--- src/core/relay_cmp_regs.svh ---
`ifndef RELAY_CMP_REGS_SVH
`define RELAY_CMP_REGS_SVH

// number of relay channels and measured quantities
`define RELAY_NUM        2
`define QTY_NUM          4
`define QTY_SEL_W        3
// value width: signed measurement in fixed point
`define VALUE_W          24
// quantity select code that makes a relay follow device health
`define QTY_SEL_FAULT    3'h4
// reset values
`define RELAY_EN_RST     1'b0
`define RELAY_STATE_RST  1'b0

`endif

--- src/core/relay_cmp_pkg.sv ---
package relay_cmp_pkg;

   // window sense decided from which setpoints are defined and their order
   typedef enum logic [4:0] {
      WIN_OFF       = 5'h01,
      WIN_ABOVE     = 5'h02,
      WIN_BELOW     = 5'h04,
      WIN_NORMAL    = 5'h08,
      WIN_INVERTED  = 5'h10
   } window_e;

endpackage

--- src/core/relay_channel.sv ---
`timescale 1ns/1ps
`default_nettype none
`include "relay_cmp_regs.svh"

module relay_channel (
   input  wire logic                       clk,
   input  wire logic                       reset_n,
   input  wire logic                       sample,
   input  wire logic                       meas_fail,
   input  wire logic                       health_ok,
   input  wire logic                       follow_fault,
   input  wire logic                       enable,
   input  wire logic                       above_set,
   input  wire logic                       below_set,
   input  wire logic signed [`VALUE_W-1:0] value,
   input  wire logic signed [`VALUE_W-1:0] above_sp,
   input  wire logic signed [`VALUE_W-1:0] below_sp,
   input  wire logic        [`VALUE_W-1:0] hyst,
   output logic                            active
);

   relay_cmp_pkg::window_e mode;
   logic                   active_r;
   logic                   active_nxt;
   logic signed [`VALUE_W+1:0] v;
   logic signed [`VALUE_W+1:0] a;
   logic signed [`VALUE_W+1:0] b;
   logic signed [`VALUE_W+1:0] h;
   logic                   hi_on;
   logic                   hi_off;
   logic                   lo_on;
   logic                   lo_off;

   // two extra bits so a setpoint plus or minus a full-scale hysteresis cannot wrap
   assign v = {{2{value[`VALUE_W-1]}}, value};
   assign a = {{2{above_sp[`VALUE_W-1]}}, above_sp};
   assign b = {{2{below_sp[`VALUE_W-1]}}, below_sp};
   assign h = $signed({2'b00, hyst});

   always_comb begin
      if (above_set && below_set) begin
         mode = (a > b) ? relay_cmp_pkg::WIN_NORMAL : relay_cmp_pkg::WIN_INVERTED;
      end else if (above_set) begin
         mode = relay_cmp_pkg::WIN_ABOVE;
      end else if (below_set) begin
         mode = relay_cmp_pkg::WIN_BELOW;
      end else begin
         mode = relay_cmp_pkg::WIN_OFF;
      end
   end

   // activation at the exact setpoint, release needs the hysteresis margin
   assign hi_on  = v >= a;
   assign hi_off = v < (a - h);
   assign lo_on  = v <= b;
   assign lo_off = v > (b + h);

   always_comb begin
      active_nxt = active_r;
      // the enable gates the health-following relay as well
      if (!enable) begin
         active_nxt = 1'b0;
      end else if (follow_fault) begin
         active_nxt = health_ok;
      end else if (meas_fail) begin
         active_nxt = 1'b0;
      end else if (sample) begin
         case (mode)
            relay_cmp_pkg::WIN_ABOVE: begin
               if (hi_on) active_nxt = 1'b1;
               else if (hi_off) active_nxt = 1'b0;
            end
            relay_cmp_pkg::WIN_BELOW: begin
               if (lo_on) active_nxt = 1'b1;
               else if (lo_off) active_nxt = 1'b0;
            end
            relay_cmp_pkg::WIN_NORMAL: begin
               // passive between setpoints, active beyond either
               if (hi_on || lo_on) active_nxt = 1'b1;
               else if (hi_off && lo_off) active_nxt = 1'b0;
            end
            relay_cmp_pkg::WIN_INVERTED: begin
               // above <= below: active inside the range, release at exact edge
               if (v > a && v < b) begin
                  if (v >= (a + h) && v <= (b - h)) active_nxt = 1'b1;
               end else begin
                  active_nxt = 1'b0;
               end
            end
            default: active_nxt = 1'b0;
         endcase
      end
   end

   always_ff @(posedge clk or negedge reset_n) begin
      if (!reset_n) begin
         active_r <= `RELAY_STATE_RST;
      end else begin
         active_r <= active_nxt;
      end
   end

   assign active = active_r;

endmodule // relay_channel

`default_nettype wire

--- src/core/relay_setpoint_comparator.sv ---
`timescale 1ns/1ps
`default_nettype none
`include "relay_cmp_regs.svh"

module relay_setpoint_comparator (
   // clock and reset
   input  wire logic                                   CLK_SYS,
   input  wire logic                                   RESET_N,
   // measurements, one per quantity
   input  wire logic [`QTY_NUM*`VALUE_W-1:0]           MEAS_VALUE,
   input  wire logic [`QTY_NUM-1:0]                    MEAS_VALID,
   input  wire logic [`QTY_NUM-1:0]                    MEAS_FAIL,
   // device health, high in normal operation (pin, synchronised)
   input  wire logic                                   HEALTH_OK,
   // per-relay configuration
   input  wire logic [`RELAY_NUM*`QTY_SEL_W-1:0]       QTY_SEL,
   input  wire logic [`RELAY_NUM*`VALUE_W-1:0]         ABOVE_SP,
   input  wire logic [`RELAY_NUM*`VALUE_W-1:0]         BELOW_SP,
   input  wire logic [`RELAY_NUM-1:0]                  ABOVE_SET,
   input  wire logic [`RELAY_NUM-1:0]                  BELOW_SET,
   input  wire logic [`RELAY_NUM*`VALUE_W-1:0]         HYST,
   input  wire logic [`RELAY_NUM-1:0]                  ENABLE,
   // relay test
   input  wire logic                                   TEST_MODE,
   input  wire logic [`RELAY_NUM-1:0]                  TEST_STATE,
   // relay drive and status
   output logic      [`RELAY_NUM-1:0]                  RELAY_ACTIVE,
   output logic      [`RELAY_NUM-1:0]                  CMP_STATE
);

   logic              health_s1_r;
   logic              health_s2_r;
   logic [`RELAY_NUM-1:0] cmp_state;
   logic [`RELAY_NUM-1:0] relay_r;
   logic [`RELAY_NUM-1:0] relay_nxt;

   // health is a pin level, so it is synchronised before use
   always_ff @(posedge CLK_SYS or negedge RESET_N) begin
      if (!RESET_N) begin
         health_s1_r <= 1'b0;
         health_s2_r <= 1'b0;
      end else begin
         health_s1_r <= HEALTH_OK;
         health_s2_r <= health_s1_r;
      end
   end

   genvar g;
   generate
      for (g = 0; g < `RELAY_NUM; g = g + 1) begin : g_relay
         logic [`QTY_SEL_W-1:0]       sel;
         logic                        follow_fault;
         logic                        sel_ok;
         logic [1:0]                  idx;
         logic signed [`VALUE_W-1:0]  val;
         logic                        smp;
         logic                        fail;

         assign sel          = QTY_SEL[g*`QTY_SEL_W +: `QTY_SEL_W];
         assign follow_fault = (sel == `QTY_SEL_FAULT);
         assign sel_ok       = (sel < `QTY_SEL_FAULT);
         assign idx          = sel[1:0];
         // any quantity can feed any relay independently
         assign val  = MEAS_VALUE[idx*`VALUE_W +: `VALUE_W];
         assign smp  = sel_ok & MEAS_VALID[idx];
         // an unknown select code is treated as a failed measurement
         assign fail = ~sel_ok | MEAS_FAIL[idx];

         relay_channel u_chan (
            .clk          (CLK_SYS),
            .reset_n      (RESET_N),
            .sample       (smp),
            .meas_fail    (fail),
            .health_ok    (health_s2_r),
            .follow_fault (follow_fault),
            .enable       (ENABLE[g]),
            .above_set    (ABOVE_SET[g]),
            .below_set    (BELOW_SET[g]),
            .value        (val),
            .above_sp     (ABOVE_SP[g*`VALUE_W +: `VALUE_W]),
            .below_sp     (BELOW_SP[g*`VALUE_W +: `VALUE_W]),
            .hyst         (HYST[g*`VALUE_W +: `VALUE_W]),
            .active       (cmp_state[g])
         );
      end
   endgenerate

   always_comb begin
      relay_nxt = cmp_state;
      if (TEST_MODE) begin
         relay_nxt = TEST_STATE;
      end
   end

   always_ff @(posedge CLK_SYS or negedge RESET_N) begin
      if (!RESET_N) begin
         relay_r <= {`RELAY_NUM{`RELAY_STATE_RST}};
      end else begin
         relay_r <= relay_nxt;
      end
   end

   assign RELAY_ACTIVE = relay_r;
   assign CMP_STATE    = cmp_state;

endmodule // relay_setpoint_comparator

`default_nettype wire

--- config.mk ---
export PLATFORM = sky130hd
export DESIGN_NAME = relay_setpoint_comparator
export DESIGN_NICKNAME = d
export VERILOG_FILES = /design/src/core/relay_cmp_pkg.sv /design/src/core/relay_channel.sv /design/src/core/relay_setpoint_comparator.sv
export VERILOG_INCLUDE_DIRS = /design/src /design/src/core
export SDC_FILE = /design/constraint.sdc
export NUM_CORES = 1
export LEC_CHECK = 0
export BUFFER_PORTS_ARGS = -buffer_cell sky130_fd_sc_hd__buf_4
export CORE_ASPECT_RATIO = 0.5
export CORE_MARGIN = 10
export CORE_UTILIZATION = 25
export CTS_CLUSTER_DIAMETER = 120
export DETAILED_ROUTE_END_ITERATION = 16
export PLACE_DENSITY = 0.43
export SETUP_SLACK_MARGIN = 0.4
export SLEW_MARGIN = 10
export SYNTH_ARGS = -nofsm -noshare
export SYNTH_HDL_FRONTEND = slang
export SYNTH_SLANG_ARGS = --single-unit
--- constraint.sdc ---
create_clock -name CLK_SYS -period 1.05 [get_ports CLK_SYS]
set_input_delay 0.105 -clock CLK_SYS [delete_from_list [all_inputs] [get_ports CLK_SYS]]
set_output_delay 0.105 -clock CLK_SYS [all_outputs]
set_load 0.02 [all_outputs]
==> qor.yml <==
die:
  initial_core_util_pct: 25.34
  dieArea_um2: 88590
  rows: 71
  die_y_um: 215.5
  core_um2: 75420
  io_pins: 270
  fp.dieW_um: 411.0
timing:
  finalCritPeriodShare_pct: 457.2
  max_freq_mhz: 208.3
  fin_tns_setup_ns: -7.248
  slew_violations: 0
  worst_slack_ns: -3.750
  rsz0062_at_grt: "true"
  hold_violations: 0
  relSlewSlack_pct: 61.36
  tightest_slew_ns: 0.5744
  finClkSkew_ns: 0.006574
  holdWs_ns: 0.1030
  fin_crit_ns: 4.800
  setup_viol: 2
synth:
  synth.top_cell.area_share_pct: 35.74
  synth_top_area_cell: "ha_1"
  synth-warning-count: 0
  synthTopCellsByArea: "ha_1, a21oi_1, xnor2_1"
  synth-seq-cells: 6
  syn_area_per_cell_um2: 7.815
  synth-seq-area-share_pct: 0.7855
  syn_nets: 3266
  syn_inst: 2446
  synth_flop_cell: "dfrtp_1"
  synth_area_um2: 19110
  synth-edff-count: 0
  async_reset_ff_share_pct: 100.0
  synth_cell_type_count: 100
placed_design:
  place_congestion: 0.9406
  io_buffers: 269
  dp.cells: 4594
  dp_hpwl_um: 80490
  placed_cell_area_um2: 29180
global_route:
  grt_max_degree: 18
  grtUsageTotal_pct: 18.79
  met1_usage_pct: 24.34
  grt_pass1_vias: 22680
  grt_first_pass_wirelength_um: 131000
  met2_usage_pct: 33.96
  top_usage_layer: "met2"
  antenna_found_initial: 7
  grtUsageMet3_pct: 0.9710
  grt_overflow: 0
outcome:
  outcome: "complete, but fails checks"
  violations: "setup timing"
power_and_ir_drop:
  p_seq_share_pct: 1.3
  vdd.ir_drop.worst_mv: 0.3962
  power.internal_mw: 11.34
  clock_power_share_pct: 3.0
  power_density_nw_per_um2: 736.4
  leakage_nw: 15.21
  p_comb_share_pct: 95.8
  p_sw_share_pct: 48.05
  switching_power_mw: 10.49
clocking:
  clock_latency_ns: 0.24
  clkTransAtPathRegs_ns: 0.04
  cts_num_sinks: 6
  htreeDepth: 1
  numCtsBuffers: 3
  cts_tree: "done"
  cts_buffer_depth: 2
  clockRootBuffer: "clkbuf_16"
worst_setup_path:
  crit_start: "BELOW_SP[24]"
  critical-path-slowest-cell: "mux2_4"
  required_ns: 1.19
  r2r_cells: 3
  path_cells: "buf_4 > ha_4 > inv_2 > fa_2 > o21bai_1 > a21oi_2 > nor2_2 > o21ai_2 > o221ai_2 > a31o_2 > a311o_2 > a221oi_4 > mux2_4 > a2111oi_4 > ha_1 > nand4_1 > buf_4 > a2111o_1 > o211ai_1 > mux2_4 > a2111oi_4 > o2111ai_2 > o211a_1 > a211oi_1"
  r2r_end: "g_relay[1].u_chan.active"
  critPathMaxFanout: 2
  critPathMaxStageDelay_ns: 0.38
  r2r-start: "health_s2_r"
  r2r_slack_ns: 0.07
  crit_path_end_kind: "flop"
  cp-start-kind: "primary input"
  crit_type: "in -> reg"
  cp.arrival_ns: 4.94
detailed_routing:
  vias_per_cell: 4.820
  final_antenna_net_count: 0
  routedWlPerCell_um: 19.11
  drc: 0
  drt_first_iter_violations: 1157
  drt_first_pass_iters: 5
  vias: 22240
  routed_wl_um: 88200
flow_run:
  maxCapViolCount: 0
cells_and_area:
  drive_gt1_share_pct: 37.70
  finalNetCount: 4408
  area_growth_pct: 55.06
  design_area_um2: 29640
  layoutNonFillerInstCount: 4615
min_path:
  hold_start: "TEST_STATE[1]"
  whs_endpoint: "RELAY_ACTIVE[1]"
  hp-class: "in -> reg"
  min_path_cells: 2
==> repair_timing <==
action	in CTS	in global routing
gates resized for setup	26	41
endpoints found under the setup margin	8	9
pin swaps	24	21
endpoints found under the hold margin	7	0
hold buffers	2	0
buffers inserted	5	4
==> cells by family after synthesis <==
logic type | share of synthesized area [%]
buffers and inverters | 6.821
and+or+nand+nor | 16.69
muxes | 6.749
DFF | 0.7855
xor gates and xnor gates | 7.789
adders and majority gates | 36.58
AOI/OAI and AO/OA | 24.59
==> how the worst max path moves through the flow <==
stage                                    end  cells after the start  slack, ns
floorplan           g_relay[1].u_chan.active                     23      -3.46
global placement    g_relay[1].u_chan.active                     24      -4.05
detailed placement  g_relay[1].u_chan.active                     26      -4.13
CTS                 g_relay[1].u_chan.active                     24      -3.78
global route        g_relay[1].u_chan.active                     24      -4.08
finish              g_relay[1].u_chan.active                     24      -3.75
==> synthesized netlist by cell type, types with 8 or more instances <==
library cell / n
inv_1: 254
nand2b_1: 40
a21oi_1: 261
nor2b_1: 38
a211oi_1: 27
a31oi_1: 21
fa_1: 8
clkbuf_1: 36
o211ai_1: 22
or3_1: 14
a21o_1: 70
and3_1: 19
a2111oi_0: 12
xor2_1: 26
xnor2_1: 144
o21a_1: 30
ha_1: 546
or2_2: 9
o21ai_0: 103
nand3_1: 54
mux4_2: 52
o21bai_1: 41
nand2_1: 101
nor3b_1: 14
nor4_1: 17
nand4_1: 58
o31ai_1: 12
o2111ai_1: 9
nor3_1: 52
nor2_1: 159
==> critical path, delay by kind of cell <==
family	cells	cell delay [ns]
buffers and inverters	3	0.37
adder cells (fa/ha/maj)	3	0.53
AND/OR/NAND/NOR	2	0.24
multiplexers	2	0.72
AO/OA/AOI/OAI	14	2.96
==> through the flow <==
stage	util [%]	setup WS [ns]	power [mW]
finish	39.30	-3.750	21.83
global route	39.30	-4.079	24.05
CTS	39.03	-3.777	21.67
detailed placement	38.68	-4.128	20.71
global placement	38.68	-4.055	20.54
floorplan	-	-3.458	11.07
==> cell type report <==
cell class / count / area, um^2
fillers: 7886 / 45780
multi-input cells: 2119 / 17990
repair buffers: 1200 / 9148
well taps: 1022 / 1279
inverters: 258 / 975.9
flip-flops and latches: 6 / 151.4
clock buffers: 3 / 75.07
diodes: 7 / 17.52
==> sequential cells by signal, summed over array words and instances, names as in the netlist <==
name	count
health_s1_r	1
health_s2_r	1
g_relay.u_chan.active	2
RELAY_ACTIVE	2
==> cell usage in the layout (no fill, tap or decap), drive strengths merged, types with 22 or more instances in the layout <==
cell,instances
a21o,71
xor2,26
nor2b,39
a21oi,261
o211ai,22
mux4,52
buf,1198
o21bai,41
nand2,101
o21a,30
inv,254
nand2b,41
o21ai,110
nand4,58
nor3,52
nand3,54
ha,546
a211oi,27
xnor2,144
nor2,159
==> power by group through the flow <==
stage	Sequential (mW)	Clock, mW	Combinational, mW
after global routing	0.277	0.666	23.1
after detailed placement	0.276	0	20.4
after global placement	0.276	0	20.3
final	0.276	0.646	20.9
after CTS	0.277	0.657	20.7
after floorplan	0.276	0	10.8
==> per-layer routing <==
metal	part of all wire [%]	vias up
met3	2.8	70
met5	0	-
met2	49	326
met1	46	10470
met4	2.1	0
li1	-	11370
Note: power is estimated with default switching activity, not from simulation.
